$ cat src/verilog/rxl_params.svh
// Purpose: Offsets, field positions, reset values and timing counts of the rx clock / LOS block
// Assumes: 100 MHz system clock, 32-bit AXI4-Lite register bus
// Notes: Definitions only
`ifndef RXL_PARAMS_SVH
`define RXL_PARAMS_SVH

// ==========================================================
// Register byte offsets
`define RXL_OFS_CONFIG_ZERO 8'h00
`define RXL_OFS_CONFIG_ONE 8'h04
`define RXL_OFS_POWERDOWN 8'h08
`define RXL_OFS_REF_CTRL 8'h0C
`define RXL_OFS_STATUS 8'h10
`define RXL_OFS_LOS_WORD 8'h14

// ==========================================================
// Field positions
`define RXL_B_CLK_SUBST 7
`define RXL_B_PD_TRISTATE 6
`define RXL_B_EDGE_SEL 4
`define RXL_B_FMT_LO 0
`define RXL_B_REF_EN 0
`define RXL_B_REF_FAST 1

// ==========================================================
// Reset values
`define RXL_RST_CONFIG_ZERO 8'h00
`define RXL_RST_CONFIG_ONE 8'h00
`define RXL_RST_REF_CTRL 2'h0

// ==========================================================
// Timing: times in ns as printed, counts derived from the clock period
`define RXL_SYS_PERIOD_NS 10
`define RXL_REF_SLOW_PERIOD_NS 125000
`define RXL_REF_FAST_PERIOD_NS 488
`define RXL_HALF_SLOW_CYC (`RXL_REF_SLOW_PERIOD_NS / 2 / `RXL_SYS_PERIOD_NS)
`define RXL_HALF_FAST_CYC (`RXL_REF_FAST_PERIOD_NS / 2 / `RXL_SYS_PERIOD_NS)

// ==========================================================
// Bus answers
`define RXL_RESP_OKAY 2'h0
`define RXL_RESP_SLVERR 2'h2

`endif

$ cat src/verilog/rxl_pkg.sv
// Purpose: Types shared by the rx clock / LOS block
// Assumes: Nothing
// Notes: Constants live in rxl_params.svh
package rxl_pkg;

	// ==========================================================
	// Receive system side formats
	typedef enum logic [1:0]
	{
		RXL_FMT_SINGLE_NRZ = 2'h0,
		RXL_FMT_DUAL_NRZ = 2'h1,
		RXL_FMT_DUAL_RZ = 2'h2,
		RXL_FMT_DUAL_SLICED = 2'h3
	} rxl_format_t;

	// ==========================================================
	// Write channel states, one-hot
	typedef enum logic [2:0]
	{
		RXL_WR_IDLE = 3'h1,
		RXL_WR_COLLECT = 3'h2,
		RXL_WR_RESP = 3'h4
	} rxl_wr_state_t;

endpackage

$ cat src/verilog/rxl_fifo.sv
// Purpose: Synchronous FIFO with valid/ready on both sides
// Assumes: One clock, synchronous active-high reset
// Notes: Ready and valid come from flip-flops
`timescale 1ns/10ps
`default_nettype none

module rxl_fifo #(
	parameter int WIDTH = 17,
	parameter int DEPTH = 16
) (
	input wire logic sys_clk,
	input wire logic rst,
	input wire logic in_valid,
	output logic in_ready,
	input wire logic [WIDTH-1:0] in_data,
	output logic out_valid,
	input wire logic out_ready,
	output logic [WIDTH-1:0] out_data,
	output logic [$clog2(DEPTH+1)-1:0] level
);

	localparam int AW = $clog2(DEPTH);
	localparam int CW = $clog2(DEPTH+1);

	// ==========================================================
	// Elaboration check
	if (DEPTH < 2 || (DEPTH & (DEPTH - 1)) != 0 || WIDTH < 1)
	begin : g_bad
		$error("rxl_fifo: DEPTH must be a power of two and at least 2");
	end

	logic [WIDTH-1:0] mem_q [DEPTH];
	logic [AW-1:0] wr_ptr_q;
	logic [AW-1:0] rd_ptr_q;
	logic [CW-1:0] count_q;
	logic [CW-1:0] count_d;
	logic push;
	logic pop;

	// Handshakes use the registered flags, so full and empty are honest
	assign push = in_valid && in_ready;
	assign pop = out_valid && out_ready;
	assign out_data = mem_q[rd_ptr_q];
	assign level = count_q;

	// Next occupancy
	always_comb
	begin
		count_d = count_q;
		if (push && !pop)
			count_d = count_q + CW'(1);
		else if (pop && !push)
			count_d = count_q - CW'(1);
	end

	// Storage, no reset needed
	always_ff @(posedge sys_clk)
	begin
		if (push)
			mem_q[wr_ptr_q] <= in_data;
	end

	// Pointers, occupancy and flags
	always_ff @(posedge sys_clk)
	begin
		if (rst)
		begin
			wr_ptr_q <= '0;
			rd_ptr_q <= '0;
			count_q <= '0;
			in_ready <= 1'b0;
			out_valid <= 1'b0;
		end
		else
		begin
			if (push)
				wr_ptr_q <= wr_ptr_q + AW'(1);
			if (pop)
				rd_ptr_q <= rd_ptr_q + AW'(1);
			count_q <= count_d;
			in_ready <= (count_d != CW'(DEPTH));
			out_valid <= (count_d != '0);
		end
	end

endmodule

`default_nettype wire

$ cat src/verilog/rxl_top.sv
// Purpose: Recovered rx clock / multiplex-function pins and serial line-loss stream
// Assumes: All pin inputs synchronous to sys_clk; AXI4-Lite register access
// Notes: Contract
//
// Implementation choices: the AXI4-Lite register port and the placing of the registers.
`timescale 1ns/10ps
`default_nettype none
`include "rxl_params.svh"

module rxl_top
	import rxl_pkg::*;
#(
	parameter int NUM_CH = 17,
	parameter int FIFO_DEPTH = 16,
	parameter int HALF_SLOW_CYC = `RXL_HALF_SLOW_CYC,
	parameter int HALF_FAST_CYC = `RXL_HALF_FAST_CYC
) (
	input wire logic sys_clk,
	input wire logic rst,
	// AXI4-Lite slave
	input wire logic [7:0] s_axi_awaddr,
	input wire logic s_axi_awvalid,
	output logic s_axi_awready,
	input wire logic [31:0] s_axi_wdata,
	input wire logic [3:0] s_axi_wstrb,
	input wire logic s_axi_wvalid,
	output logic s_axi_wready,
	output logic [1:0] s_axi_bresp,
	output logic s_axi_bvalid,
	input wire logic s_axi_bready,
	input wire logic [7:0] s_axi_araddr,
	input wire logic s_axi_arvalid,
	output logic s_axi_arready,
	output logic [31:0] s_axi_rdata,
	output logic [1:0] s_axi_rresp,
	output logic s_axi_rvalid,
	input wire logic s_axi_rready,
	// Per-channel recovered clock, sliced data and line loss level
	input wire logic [NUM_CH-1:0] recovered_clock_in,
	input wire logic [NUM_CH-1:0] rx_pos_in,
	input wire logic [NUM_CH-1:0] rx_neg_in,
	input wire logic [NUM_CH-1:0] line_loss_in,
	input wire logic reference_master_clock,
	// Line-loss snapshot words into the status FIFO
	input wire logic los_word_valid,
	output logic los_word_ready,
	input wire logic [NUM_CH-1:0] los_word_data,
	// Receive pins
	output logic [NUM_CH-1:0] recovered_rx_clock_out,
	output logic [NUM_CH-1:0] recovered_rx_clock_oe,
	output logic [NUM_CH-1:0] rx_positive_rail_data,
	output logic [NUM_CH-1:0] rx_negative_rail_data,
	output logic [NUM_CH-1:0] rx_data_oe,
	// Shared serial status pins
	output logic reference_clock_output,
	output logic serial_line_loss_status,
	output logic serial_line_loss_status_oe,
	output logic channel_zero_slot_marker,
	output logic channel_zero_slot_marker_oe
);

	localparam int SW = $clog2(NUM_CH);
	localparam int HW = $clog2(HALF_SLOW_CYC + 1);

	// ==========================================================
	// Elaboration checks
	if (NUM_CH < 2 || NUM_CH > 32 || HALF_FAST_CYC < 1 || HALF_SLOW_CYC < HALF_FAST_CYC)
	begin : g_bad
		$error("rxl_top: unsupported channel count or reference timing");
	end

	// ==========================================================
	// Register state
	logic [7:0] rx_config_zero_q;
	logic [7:0] rx_config_one_q;
	logic [NUM_CH-1:0] powerdown_q;
	logic [1:0] ref_ctrl_q;
	logic los_clock_substitute_select;
	logic powerdown_tristate_select;
	logic rx_clock_edge_select;
	rxl_format_t fmt;
	logic ref_enable;
	logic ref_fast;

	assign los_clock_substitute_select = rx_config_zero_q[`RXL_B_CLK_SUBST];
	assign powerdown_tristate_select = rx_config_zero_q[`RXL_B_PD_TRISTATE];
	assign rx_clock_edge_select = rx_config_one_q[`RXL_B_EDGE_SEL];
	assign fmt = rxl_format_t'(rx_config_one_q[`RXL_B_FMT_LO +: 2]);
	assign ref_enable = ref_ctrl_q[`RXL_B_REF_EN];
	assign ref_fast = ref_ctrl_q[`RXL_B_REF_FAST];

	// Byte-lane merge of a write into a stored word
	function automatic logic [31:0] merge_bytes(input logic [31:0] old, input logic [31:0] wd, input logic [3:0] be);
		logic [31:0] r;
		r = old;
		for (int i = 0; i < 4; i++)
			if (be[i])
				r[8*i +: 8] = wd[8*i +: 8];
		return r;
	endfunction

	// Word-aligned register decode
	function automatic logic addr_is(input logic [7:0] a, input logic [7:0] ofs);
		return (a[7:2] == ofs[7:2]);
	endfunction

	// ==========================================================
	// AXI4-Lite write path: address and data taken in either order
	rxl_wr_state_t wr_state_q;
	logic [7:0] aw_addr_q;
	logic [31:0] w_data_q;
	logic [3:0] w_strb_q;
	logic aw_held;
	logic w_held;
	logic do_write;
	logic wr_hit;
	logic [31:0] wr_merged;

	assign aw_held = !s_axi_awready;
	assign w_held = !s_axi_wready;
	assign do_write = (wr_state_q == RXL_WR_COLLECT) && aw_held && w_held;
	assign wr_hit = addr_is(aw_addr_q, `RXL_OFS_CONFIG_ZERO) || addr_is(aw_addr_q, `RXL_OFS_CONFIG_ONE)
		|| addr_is(aw_addr_q, `RXL_OFS_POWERDOWN) || addr_is(aw_addr_q, `RXL_OFS_REF_CTRL);

	// Channel handshakes and response
	always_ff @(posedge sys_clk)
	begin
		if (rst)
		begin
			wr_state_q <= RXL_WR_IDLE;
			s_axi_awready <= 1'b0;
			s_axi_wready <= 1'b0;
			s_axi_bvalid <= 1'b0;
			s_axi_bresp <= `RXL_RESP_OKAY;
			aw_addr_q <= 8'h00;
			w_data_q <= 32'h0000_0000;
			w_strb_q <= 4'h0;
		end
		else
		begin
			case (wr_state_q)
				RXL_WR_IDLE:
				begin
					s_axi_awready <= 1'b1;
					s_axi_wready <= 1'b1;
					wr_state_q <= RXL_WR_COLLECT;
				end
				RXL_WR_COLLECT:
				begin
					if (s_axi_awvalid && s_axi_awready)
					begin
						aw_addr_q <= s_axi_awaddr;
						s_axi_awready <= 1'b0;
					end
					if (s_axi_wvalid && s_axi_wready)
					begin
						w_data_q <= s_axi_wdata;
						w_strb_q <= s_axi_wstrb;
						s_axi_wready <= 1'b0;
					end
					if (do_write)
					begin
						s_axi_bvalid <= 1'b1;
						s_axi_bresp <= wr_hit ? `RXL_RESP_OKAY : `RXL_RESP_SLVERR;
						wr_state_q <= RXL_WR_RESP;
					end
				end
				RXL_WR_RESP:
				begin
					if (s_axi_bready)
					begin
						s_axi_bvalid <= 1'b0;
						s_axi_awready <= 1'b1;
						s_axi_wready <= 1'b1;
						wr_state_q <= RXL_WR_COLLECT;
					end
				end
				default:
					wr_state_q <= RXL_WR_IDLE;
			endcase
		end
	end

	assign wr_merged = merge_bytes(32'h0000_0000, w_data_q, w_strb_q);

	// Configuration registers
	always_ff @(posedge sys_clk)
	begin
		if (rst)
		begin
			rx_config_zero_q <= `RXL_RST_CONFIG_ZERO;
			rx_config_one_q <= `RXL_RST_CONFIG_ONE;
			powerdown_q <= '0;
			ref_ctrl_q <= `RXL_RST_REF_CTRL;
		end
		else if (do_write)
		begin
			if (addr_is(aw_addr_q, `RXL_OFS_CONFIG_ZERO) && w_strb_q[0])
				rx_config_zero_q <= wr_merged[7:0];
			if (addr_is(aw_addr_q, `RXL_OFS_CONFIG_ONE) && w_strb_q[0])
				rx_config_one_q <= wr_merged[7:0];
			if (addr_is(aw_addr_q, `RXL_OFS_POWERDOWN))
				powerdown_q <= NUM_CH'(merge_bytes(32'(powerdown_q), w_data_q, w_strb_q));
			if (addr_is(aw_addr_q, `RXL_OFS_REF_CTRL) && w_strb_q[0])
				ref_ctrl_q <= wr_merged[1:0];
		end
	end

	// ==========================================================
	// AXI4-Lite read path: answer one cycle after the address is taken
	logic [SW-1:0] slot_q;
	logic [NUM_CH-1:0] los_word_q;
	logic [$clog2(FIFO_DEPTH+1)-1:0] fifo_level;
	logic [31:0] rd_word;

	always_comb
	begin
		rd_word = 32'h0000_0000;
		if (addr_is(s_axi_araddr, `RXL_OFS_CONFIG_ZERO))
			rd_word = 32'(rx_config_zero_q);
		else if (addr_is(s_axi_araddr, `RXL_OFS_CONFIG_ONE))
			rd_word = 32'(rx_config_one_q);
		else if (addr_is(s_axi_araddr, `RXL_OFS_POWERDOWN))
			rd_word = 32'(powerdown_q);
		else if (addr_is(s_axi_araddr, `RXL_OFS_REF_CTRL))
			rd_word = 32'(ref_ctrl_q);
		else if (addr_is(s_axi_araddr, `RXL_OFS_STATUS))
			rd_word = {16'h0000, 8'(fifo_level), 8'(slot_q)};
		else if (addr_is(s_axi_araddr, `RXL_OFS_LOS_WORD))
			rd_word = 32'(los_word_q);
	end

	// Address accepted only while no answer is pending
	always_ff @(posedge sys_clk)
	begin
		if (rst)
		begin
			s_axi_arready <= 1'b0;
			s_axi_rvalid <= 1'b0;
			s_axi_rdata <= 32'h0000_0000;
			s_axi_rresp <= `RXL_RESP_OKAY;
		end
		else if (s_axi_rvalid)
		begin
			if (s_axi_rready)
			begin
				s_axi_rvalid <= 1'b0;
				s_axi_arready <= 1'b1;
			end
		end
		else if (s_axi_arvalid && s_axi_arready)
		begin
			s_axi_arready <= 1'b0;
			s_axi_rvalid <= 1'b1;
			s_axi_rdata <= rd_word;
			s_axi_rresp <= (s_axi_araddr[7:2] <= `RXL_OFS_LOS_WORD >> 2) ? `RXL_RESP_OKAY : `RXL_RESP_SLVERR;
		end
		else
			s_axi_arready <= 1'b1;
	end

	// ==========================================================
	// Per-channel receive pins
	logic [NUM_CH-1:0] rclk_prev_q;
	logic [NUM_CH-1:0] active_edge;

	// Edge select 0: rising edge of the recovered clock, 1: falling
	assign active_edge = rx_clock_edge_select ? (rclk_prev_q & ~recovered_clock_in)
		: (~rclk_prev_q & recovered_clock_in);

	always_ff @(posedge sys_clk)
	begin
		if (rst)
			rclk_prev_q <= '0;
		else
			rclk_prev_q <= recovered_clock_in;
	end

	// Shared clock / multiplex pin; sliced format beats loss, powerdown beats both
	always_ff @(posedge sys_clk)
	begin
		if (rst)
		begin
			recovered_rx_clock_out <= '0;
			recovered_rx_clock_oe <= '0;
		end
		else
		begin
			for (int n = 0; n < NUM_CH; n++)
			begin
				recovered_rx_clock_oe[n] <= !(powerdown_q[n] && powerdown_tristate_select);
				if (powerdown_q[n])
					recovered_rx_clock_out[n] <= 1'b0;
				else if (fmt == RXL_FMT_DUAL_SLICED)
					recovered_rx_clock_out[n] <= rx_pos_in[n] ^ rx_neg_in[n];
				else if (line_loss_in[n])
					recovered_rx_clock_out[n] <= los_clock_substitute_select ? reference_master_clock : 1'b1;
				else
					recovered_rx_clock_out[n] <= recovered_clock_in[n];
			end
		end
	end

	// Data pins follow the active edge; sliced mode passes data straight through
	always_ff @(posedge sys_clk)
	begin
		if (rst)
		begin
			rx_positive_rail_data <= '0;
			rx_negative_rail_data <= '0;
			rx_data_oe <= '0;
		end
		else
		begin
			for (int n = 0; n < NUM_CH; n++)
			begin
				rx_data_oe[n] <= !(powerdown_q[n] && powerdown_tristate_select);
				if (powerdown_q[n])
				begin
					rx_positive_rail_data[n] <= 1'b0;
					rx_negative_rail_data[n] <= 1'b0;
				end
				else if (fmt == RXL_FMT_DUAL_SLICED || active_edge[n])
				begin
					rx_positive_rail_data[n] <= rx_pos_in[n];
					// Single rail: the negative pin carries the loss flag, active high
					rx_negative_rail_data[n] <= (fmt == RXL_FMT_SINGLE_NRZ) ? line_loss_in[n] : rx_neg_in[n];
				end
			end
		end
	end

	// ==========================================================
	// Status FIFO: one snapshot word per seventeen-slot frame
	logic fifo_out_valid;
	logic fifo_pop;
	logic [NUM_CH-1:0] fifo_out_data;

	rxl_fifo #(
		.WIDTH(NUM_CH),
		.DEPTH(FIFO_DEPTH)
	) u_fifo (
		.sys_clk(sys_clk),
		.rst(rst),
		.in_valid(los_word_valid),
		.in_ready(los_word_ready),
		.in_data(los_word_data),
		.out_valid(fifo_out_valid),
		.out_ready(fifo_pop),
		.out_data(fifo_out_data),
		.level(fifo_level)
	);

	// ==========================================================
	// Reference clock divider
	logic [HW-1:0] half_cnt_q;
	logic ref_rise;
	logic [HW-1:0] half_limit;

	// Fast period truncates to whole cycles, so it runs slightly above 2.048 MHz
	assign half_limit = ref_fast ? HW'(HALF_FAST_CYC - 1) : HW'(HALF_SLOW_CYC - 1);
	assign ref_rise = ref_enable && (half_cnt_q >= half_limit) && !reference_clock_output;

	always_ff @(posedge sys_clk)
	begin
		if (rst || !ref_enable)
		begin
			half_cnt_q <= '0;
			reference_clock_output <= 1'b0;
		end
		else if (half_cnt_q >= half_limit)
		begin
			half_cnt_q <= '0;
			reference_clock_output <= !reference_clock_output;
		end
		else
			half_cnt_q <= half_cnt_q + HW'(1);
	end

	// ==========================================================
	// Serial loss stream and channel-zero marker
	logic [SW-1:0] slot_next;
	logic [NUM_CH-1:0] word_next;

	assign slot_next = (slot_q == SW'(NUM_CH - 1)) ? '0 : slot_q + SW'(1);
	assign fifo_pop = ref_rise && (slot_next == '0) && fifo_out_valid;
	// A fresh word is taken at slot 0; without one the last word repeats
	assign word_next = fifo_pop ? fifo_out_data : los_word_q;

	// Everything here changes only with the reference rising edge, or, save los_word_q, returns to its reset value when the reference is switched off
	always_ff @(posedge sys_clk)
	begin
		if (rst)
		begin
			slot_q <= SW'(NUM_CH - 1);
			los_word_q <= '0;
			serial_line_loss_status <= 1'b0;
			channel_zero_slot_marker <= 1'b0;
		end
		else if (!ref_enable)
		begin
			slot_q <= SW'(NUM_CH - 1);
			serial_line_loss_status <= 1'b0;
			channel_zero_slot_marker <= 1'b0;
		end
		else if (ref_rise)
		begin
			slot_q <= slot_next;
			los_word_q <= word_next;
			serial_line_loss_status <= word_next[slot_next];
			channel_zero_slot_marker <= (slot_next == '0);
		end
	end

	// Both serial pins float while the reference is off
	always_ff @(posedge sys_clk)
	begin
		if (rst)
		begin
			serial_line_loss_status_oe <= 1'b0;
			channel_zero_slot_marker_oe <= 1'b0;
		end
		else
		begin
			serial_line_loss_status_oe <= ref_enable;
			channel_zero_slot_marker_oe <= ref_enable;
		end
	end

endmodule

`default_nettype wire
$ cat config.mk
export PLATFORM = sky130hd
export DESIGN_NAME = rxl_top
export DESIGN_NICKNAME = d
export VERILOG_FILES = /design/src/verilog/rxl_pkg.sv /design/src/verilog/rxl_fifo.sv /design/src/verilog/rxl_top.sv
export VERILOG_INCLUDE_DIRS = /design/src /design/src/verilog
export SDC_FILE = /design/constraint.sdc
export NUM_CORES = 1
export LEC_CHECK = 0
export ABC_AREA = 1
export BUFFER_PORTS_ARGS = -buffer_cell sky130_fd_sc_hd__buf_2
export CORE_ASPECT_RATIO = 0.5
export CORE_UTILIZATION = 30
export CTS_CLUSTER_SIZE = 12
export DETAILED_ROUTE_END_ITERATION = 6
export PLACE_DENSITY_LB_ADDON = 0.2
export SYNTH_ARGS = -nofsm -noshare
export SYNTH_HDL_FRONTEND = slang
export SYNTH_SLANG_ARGS = --single-unit
$ cat constraint.sdc
create_clock -name sys_clk -period 6.2 [get_ports sys_clk]
set_clock_uncertainty 0.15 [all_clocks]
set_input_delay 0.31 -clock sys_clk [delete_from_list [all_inputs] [get_ports sys_clk]]
set_output_delay 0.31 -clock sys_clk [all_outputs]
set_load 0.005 [all_outputs]
==> impl_metrics.ini, run 1 <==
[outcome]
status = complete, no violations

[synthesis]
synth_edf_count = 272
synth_top_area_frac = 0.390
synth_area_um2 = 21000
synth_area_leader_cell = edfxtp_1
async_flop_share = 0
synth.distinct_cells = 51
ys_seq_elements = 503
yosys_warnings = 0
synthTopCellsByArea = edfxtp_1, dfxtp_1, nor2_1
synth_ff_type = edfxtp_1
postSynthAreaPerCell_um2 = 9.48
synth_cells = 2212
ys_seq_area_frac = 0.610

[floorplan]
core_area_um2 = 69000
rows = 68
die_area_um2 = 71000
die_h_um = 189
start_util = 0.304
num_io_pins = 278
die_w_um = 376

[power]
leakage_uw = 0.0101
max-vdd-ir-drop_mv = 0.174
p_per_area_nw_per_um2 = 272

[sta]
slew_headroom = 0.276
hold_viol = 0
max_freq_ghz = 0.304
min_period_ps = 3290
tns_ps = 0
rsz0062_at_grt = no
tightest_slew_ps = 1080
slew_viol_final = 0
setup_violations = 0
final.period_utilization = 0.530

[clock_tree]
clock-root-buffer = clkbuf_16
cts_buffers = 51
cts.clk_slew.worst_paths_ps = 60
insertion_delay_ps = 580
cts_htree_levels = 2
cts_tree = yes
clock_sinks = 503
clk_path_buf_depth = 3
post_cts_resized = 0

[routing]
drt-total-wl_um = 60800
antenna_left = 0
drtIter0Drc = 1054
viasPerCell = 4.68
drt_pass1_iterations = 7
dr_total_vias = 16600
wl_per_cell_um = 17.2
met3_length_um = 2680
drc = 0
met2_length_um = 29100
highest_layer = met5
wl_met1_um = 28000

[worst_setup_path]
cp-endpoint = u_fifo.in_ready
start_kind = flop
r2r_start = ref_ctrl_q[1]
critPathRequiredTime_ps = 6490
setup.worst_path.class = reg2reg
cp.arrival_ps = 3580
end_kind = flop
reg2reg_slack_ps = 2910
reg2reg_to = u_fifo.in_ready
worstSetupStartpoint = ref_ctrl_q[1]
r2r_cells = 17
critPathMaxFanout = 22

[flow_run]
drv_cap = 0

[worst_hold_path]
min_path_type = in2reg

[placement]
place.gp.congestion = 0.817
placed_cell_area_um2 = 23000
io_buffers = 240
dp_hpwl_um = 36700

[grt]
grt_pass1_wl_um = 92700
grt_usage = 0.167
grt_antenna_before_repair = 2
grt_overflow = 0
grt_max_degree = 77
first_global_vias = 15900

[finish]
drive_gt1_frac = 0.154
syn_to_final_growth_pct = 24.1
final_area_um2 = 26000
nets = 2722
[placed cells by master, fill, tap and decap left out, types with 11 or more instances in the layout]
cell type / instances
nand2_1: 329
nor2_1: 324
edfxtp_1: 272
buf_2: 239
o21ai_0: 230
dfxtp_1: 229
inv_1: 151
dlygate4sd3_1: 150
a21oi_1: 149
nand3_1: 126
o211ai_1: 59
clkbuf_16: 51
buf_4: 29
nor3_1: 25
clkbuf_1: 19
ha_1: 18
conb_1: 17
nor2_2: 13
inv_2: 13
a311oi_1: 13
nand3_2: 11
a211oi_1: 11
[layout make-up]
cell class / instances / area [um2]
flip-flops and latches: 503 / 12800
clock buffers: 76 / 1430
fillers: 6897 / 43000
multi-input cells: 1415 / 6950
diodes: 2 / 5.00
clock inverters: 10 / 91.3
repair buffers: 418 / 2920
well taps: 945 / 1180
inverters: 169 / 636
[synthesized netlist by cell type (all sizes together), types with 11 or more instances]
master,instances
nor2,347
nand2,332
edfxtp,272
o21ai,237
dfxtp,231
inv,164
a21oi,151
nand3,137
buf,73
clkbuf,68
o211ai,59
nor3,26
ha,18
a311oi,13
a211oi,11
[worst min path at each step]
| stage | startpoint | end | depth (start not counted) |
|---|---|---|---|
| 2_1_floorplan | los_word_data[0] | u_fifo.mem_q[0][0] | 0 |
| 3_3_place_gp | w_data_q[10] | w_data_q[10] | 2 |
| 3_5_place_dp | rx_config_zero_q[0] | rx_config_zero_q[0] | 2 |
| 4_1_cts | s_axi_araddr[5] | s_axi_rresp[1] | 5 |
| 5_1_grt | s_axi_araddr[5] | s_axi_rresp[1] | 5 |
| 6_report | s_axi_araddr[5] | s_axi_rresp[1] | 5 |
[critical path: stages (launching register included)]
cell and delay (ps):
dfxtp_1 490, inv_1 160, ha_1 320, inv_1 40
nor2_1 90, nand2_1 50, nand3_1 70, nand2_1 110
a21oi_2 280, nand4_4 360, nor2_2 280, inv_2 50
o21ai_1 160, nor2_1 60, a21oi_1 170, nand3_1 100
nand2_1 110, nand2_1 100
[power by group]
part	internal (uW)	switching [uW]
Clock	1630	1290
Sequential	3610	56.2
Combinational	208	291
Total	5440	1640
[stage by stage]
stage / total power (uW) / utilization / worst slack, ps / hold WS, ps / instances
after floorplan: 3960 / - / 3740 / 259 / 2228
after global placement: 4150 / 0.333 / 2870 / 291 / 3300
after detailed placement: 4150 / 0.333 / 2900 / 296 / 3300
after CTS: 7160 / 0.377 / 2880 / 74.2 / 3536
after global routing: 7350 / 0.377 / 2530 / 115 / 3537
final: 7080 / 0.377 / 2910 / 78.6 / 3538
[state kept, by name, indices dropped and copies added, names as in the netlist, 8 cells and up, named ones only]
register and cells:
los_word_q 17, rx_config_zero_q 8, rx_positive_rail_data 17, rclk_prev_q 17, s_axi_rdata 17, rx_negative_rail_data 17
powerdown_q 17, recovered_rx_clock_out 17, rx_config_one_q 8, rx_data_oe 17, u_fifo.mem_q 272, half_cnt_q 13
w_data_q 17
[logic make-up after synthesis]
group           after synthesis  share of synthesized area
flops                       503                      0.610
fa+ha+maj                    18                     0.0107
simple gates                859                      0.172
xor+xnor                     11                    0.00460
compound gates              509                      0.137
buf+inv                     310                     0.0647
other cells                   1                   0.000179
mux                           1                   0.000478
[metal layers]
layer,up-vias,global-route usage
met5,-,0
met4,2,0.0353
met3,77,0.0264
met2,344,0.289
met1,7915,0.221
li1,8218,-
[repair_timing]
| action | CTS | global route |
|---|---|---|
| setup buffers | 0 | 0 |
| hold buffers | 150 | 0 |
| hold endpoints to repair | 374 | 0 |
No activity file was read; power rests on OpenSTA's default activity.
==> inputs of run 2 (changes only) <==
--- a/config.mk
+++ b/config.mk
@@ -6,7 +6,7 @@
 export SDC_FILE = /design/constraint.sdc
 export NUM_CORES = 1
 export LEC_CHECK = 0
-export ABC_AREA = 1
+export ABC_AREA = 0
 export BUFFER_PORTS_ARGS = -buffer_cell sky130_fd_sc_hd__buf_2
 export CORE_ASPECT_RATIO = 0.5
 export CORE_UTILIZATION = 30
==> constraint.sdc (replaced) <==
create_clock -name sys_clk -period 3.4 [get_ports sys_clk]
set_clock_uncertainty 0.15 [all_clocks]
set_input_delay 0.17 -clock sys_clk [delete_from_list [all_inputs] [get_ports sys_clk]]
set_output_delay 0.17 -clock sys_clk [all_outputs]
set_load 0.005 [all_outputs]
==> run 2 against run 1 <==
Combinational power up 49%. First-iteration DRC count down 22%. Non-clock buffer count up 16. Global-route usage down 0.56 points. Critical path type unchanged. Critical endpoint is now serial_line_loss_status.
==> impl_metrics.ini, run 2 <==
[grt]
grt_antenna_before_repair = 2
grt_overflow = 0
grt_max_degree = 207
grt_usage = 0.162
grt_pass1_wl_um = 85800
first_global_vias = 14000

[sta]
hold_viol = 0
tightest_slew_ps = 1080
worst_slack_ps = 248
min_period_ps = 3150
slew_headroom = 0.282
setup_violations = 0
slew_viol_final = 0
final.period_utilization = 0.927
max_freq_ghz = 0.317
tns_ps = 0
rsz0062_at_grt = no

[power]
leakage_uw = 0.00955
power_frac_seq = 0.508
p_per_area_nw_per_um2 = 500
p_sw_uw = 2820
clockPowerShare = 0.435
max-vdd-ir-drop_mv = 0.340
swShare = 0.218
pwr-share-comb = 0.057
intPower_uw = 10100

[synthesis]
async_flop_share = 0
synth_area_um2 = 20500
yosys_warnings = 0
synthTopCellsByArea = edfxtp_1, dfxtp_1, mux4_2
synthTopCellsByCount = edfxtp_1, dfxtp_1, nor2_1, mux2i_1, a21oi_1
synth_top_area_frac = 0.398
postSynthAreaPerCell_um2 = 13.0
synth.distinct_cells = 66
synth_edf_count = 272
ys_seq_elements = 503
ys_seq_area_frac = 0.623
synth_ff_type = edfxtp_1
synth_area_leader_cell = edfxtp_1
synth.most_common_cell = edfxtp_1
synth_cells = 1580

[floorplan]
rows = 67
start_util = 0.305
num_io_pins = 278
die_h_um = 187
core_area_um2 = 67300
die_area_um2 = 69600
die_w_um = 372

[placement]
pre_cts_ws_ps = 271
place.gp.congestion = 0.793
dp_hpwl_um = 36000
io_buffers = 240

[clock_tree]
clk_path_buf_depth = 3
clock_sinks = 503
cts_htree_levels = 2
insertion_delay_ps = 600
cts.clk_slew.worst_paths_ps = 60
cts_tree = yes
postCtsSetupBuffers = 0
cts_buffers = 51
clock-root-buffer = clkbuf_16

[routing]
drtIter0Drc = 827
wl_per_cell_um = 19.6
drc = 0
viasPerCell = 4.78
drt_pass1_iterations = 7
drt-total-wl_um = 56900
dr_total_vias = 13900
antenna_left = 0

[finish]
layout_common_cells = edfxtp_1, buf_2, dfxtp_1, nor2_1, dlygate4sd3_1
nets = 2128
regMostFlops = u_fifo.mem_q
largest_reg_flops = 272
layout_commonest_cell = edfxtp_1
syn_to_final_growth_pct = 26.0
drive_gt1_frac = 0.238

[worst_setup_path]
critPathMaxStageDelay_ps = 390
crit_buf_inv = 2
crit_path_cell_trace = inv_1 > ha_1 > nand2b_1 > o21ai_0 > nand2_1 > nor3_1 > and2_1 > buf_12 > mux2_4 > a211o_1 > a211oi_2 > o32ai_1
critPathMaxFanout = 25
end_kind = flop
critPathRequiredTime_ps = 3730
start_kind = flop
setup.worst_path.class = reg2reg
critPathSlowestCell = dfxtp_1
critical-path-top-delay-family = compound AO/OA/AOI/OAI gates
cp.arrival_ps = 3480

[worst_hold_path]
min_path_type = in2reg

[outcome]
status = complete, no violations

[flow_run]
drv_cap = 0
## run 2: changes by cell type in the layout (fill, tap and decap cells not counted), sizes merged, moves of 25 or more
cell,before,now
a21oi,151,94
buf,268,296
inv,166,16
mux2i,1,124
mux4,0,60
nand2,332,85
nand3,137,33
nor2,347,178
nor2b,0,25
nor3,26,53
o211ai,59,2
o21ai,237,23
## run 2: worst register-to-register path, stage by stage, from the launching register on
cell and delay [ps]:
dfxtp_1 390, inv_1 60, ha_1 320, nand2b_1 220
o21ai_0 210, nand2_1 100, nor3_1 240, and2_1 200
buf_12 200, mux2_4 350, a211o_1 300, a211oi_2 190
o32ai_1 100
## run 2: worst paths after layout
| path | slack, ps | startpoint | endpoint | cells past startpoint |
|---|---|---|---|---|
| worst min register to register | 300 | w_data_q[8] | w_data_q[8] | 2 |
| worst min-delay path | 70 | s_axi_araddr[4] | s_axi_rdata[1] | 4 |
| worst max-delay path | 250 | slot_q[1] | serial_line_loss_status | 12 |
| worst max register to register | 250 | slot_q[1] | serial_line_loss_status | 12 |
## run 2: area by class of cell
class / instances / area, um2
tap: 897 / 1120
inverter: 16 / 60.1
clock buffer: 85 / 1510
timing repair buffer: 434 / 3100
sequential: 503 / 12800
fill: 6439 / 41400
clock inverter: 8 / 151
multi-input combinational: 958 / 7150
antenna: 1 / 2.50
## run 2: power groups by stage
| stage | clock network (uW) | registers, uW | logic, uW |
|---|---|---|---|
| global placement | 0 | 6700 | 608 |
| detailed placement | 0 | 6710 | 612 |
| floorplan | 0 | 6700 | 320 |
| CTS | 5790 | 6570 | 745 |
| global route | 6040 | 6580 | 819 |
| finish | 5620 | 6570 | 742 |
## run 2: kinds of logic (layout without fill, tap and decap cells)
logic type      after synthesis  after routing  share of synthesized area
fa+ha+maj                    18             18                     0.0110
xor+xnor                     42             42                     0.0179
compound gates              233            233                     0.0768
simple gates                460            460                      0.108
mux                         188            188                      0.129
flops                       503            503                      0.623
other cells                   1             18                   0.000183
buf+inv                     135            543                     0.0347
## run 2: routing by layer
layer	vias to the layer above	global-route usage	wire length, um
met5	-	0	0
li1	6620	-	-
met1	6899	0.210	25200
met4	0	0.0449	1310
met3	87	0.0236	2060
met2	270	0.280	28400
## run 2: timing repair
item,4_1_cts,5_1_grt
hold buffers,138,0
resized for setup,0,0
hold endpoints to repair,377,0
## run 2: through the flow
step / hold slack (ps) / area, um2 / std cells / total power, uW / util
final: 67.3 / 25900 / 2902 / 12900 / 0.385
after floorplan: 116 / 20600 / 1596 / 7020 / -
after global routing: 93.2 / 25900 / 2902 / 13400 / 0.385
after global placement: 216 / 22800 / 2670 / 7310 / 0.339
after detailed placement: 223 / 22800 / 2670 / 7320 / 0.339
after CTS: 45.0 / 25900 / 2901 / 13100 / 0.384
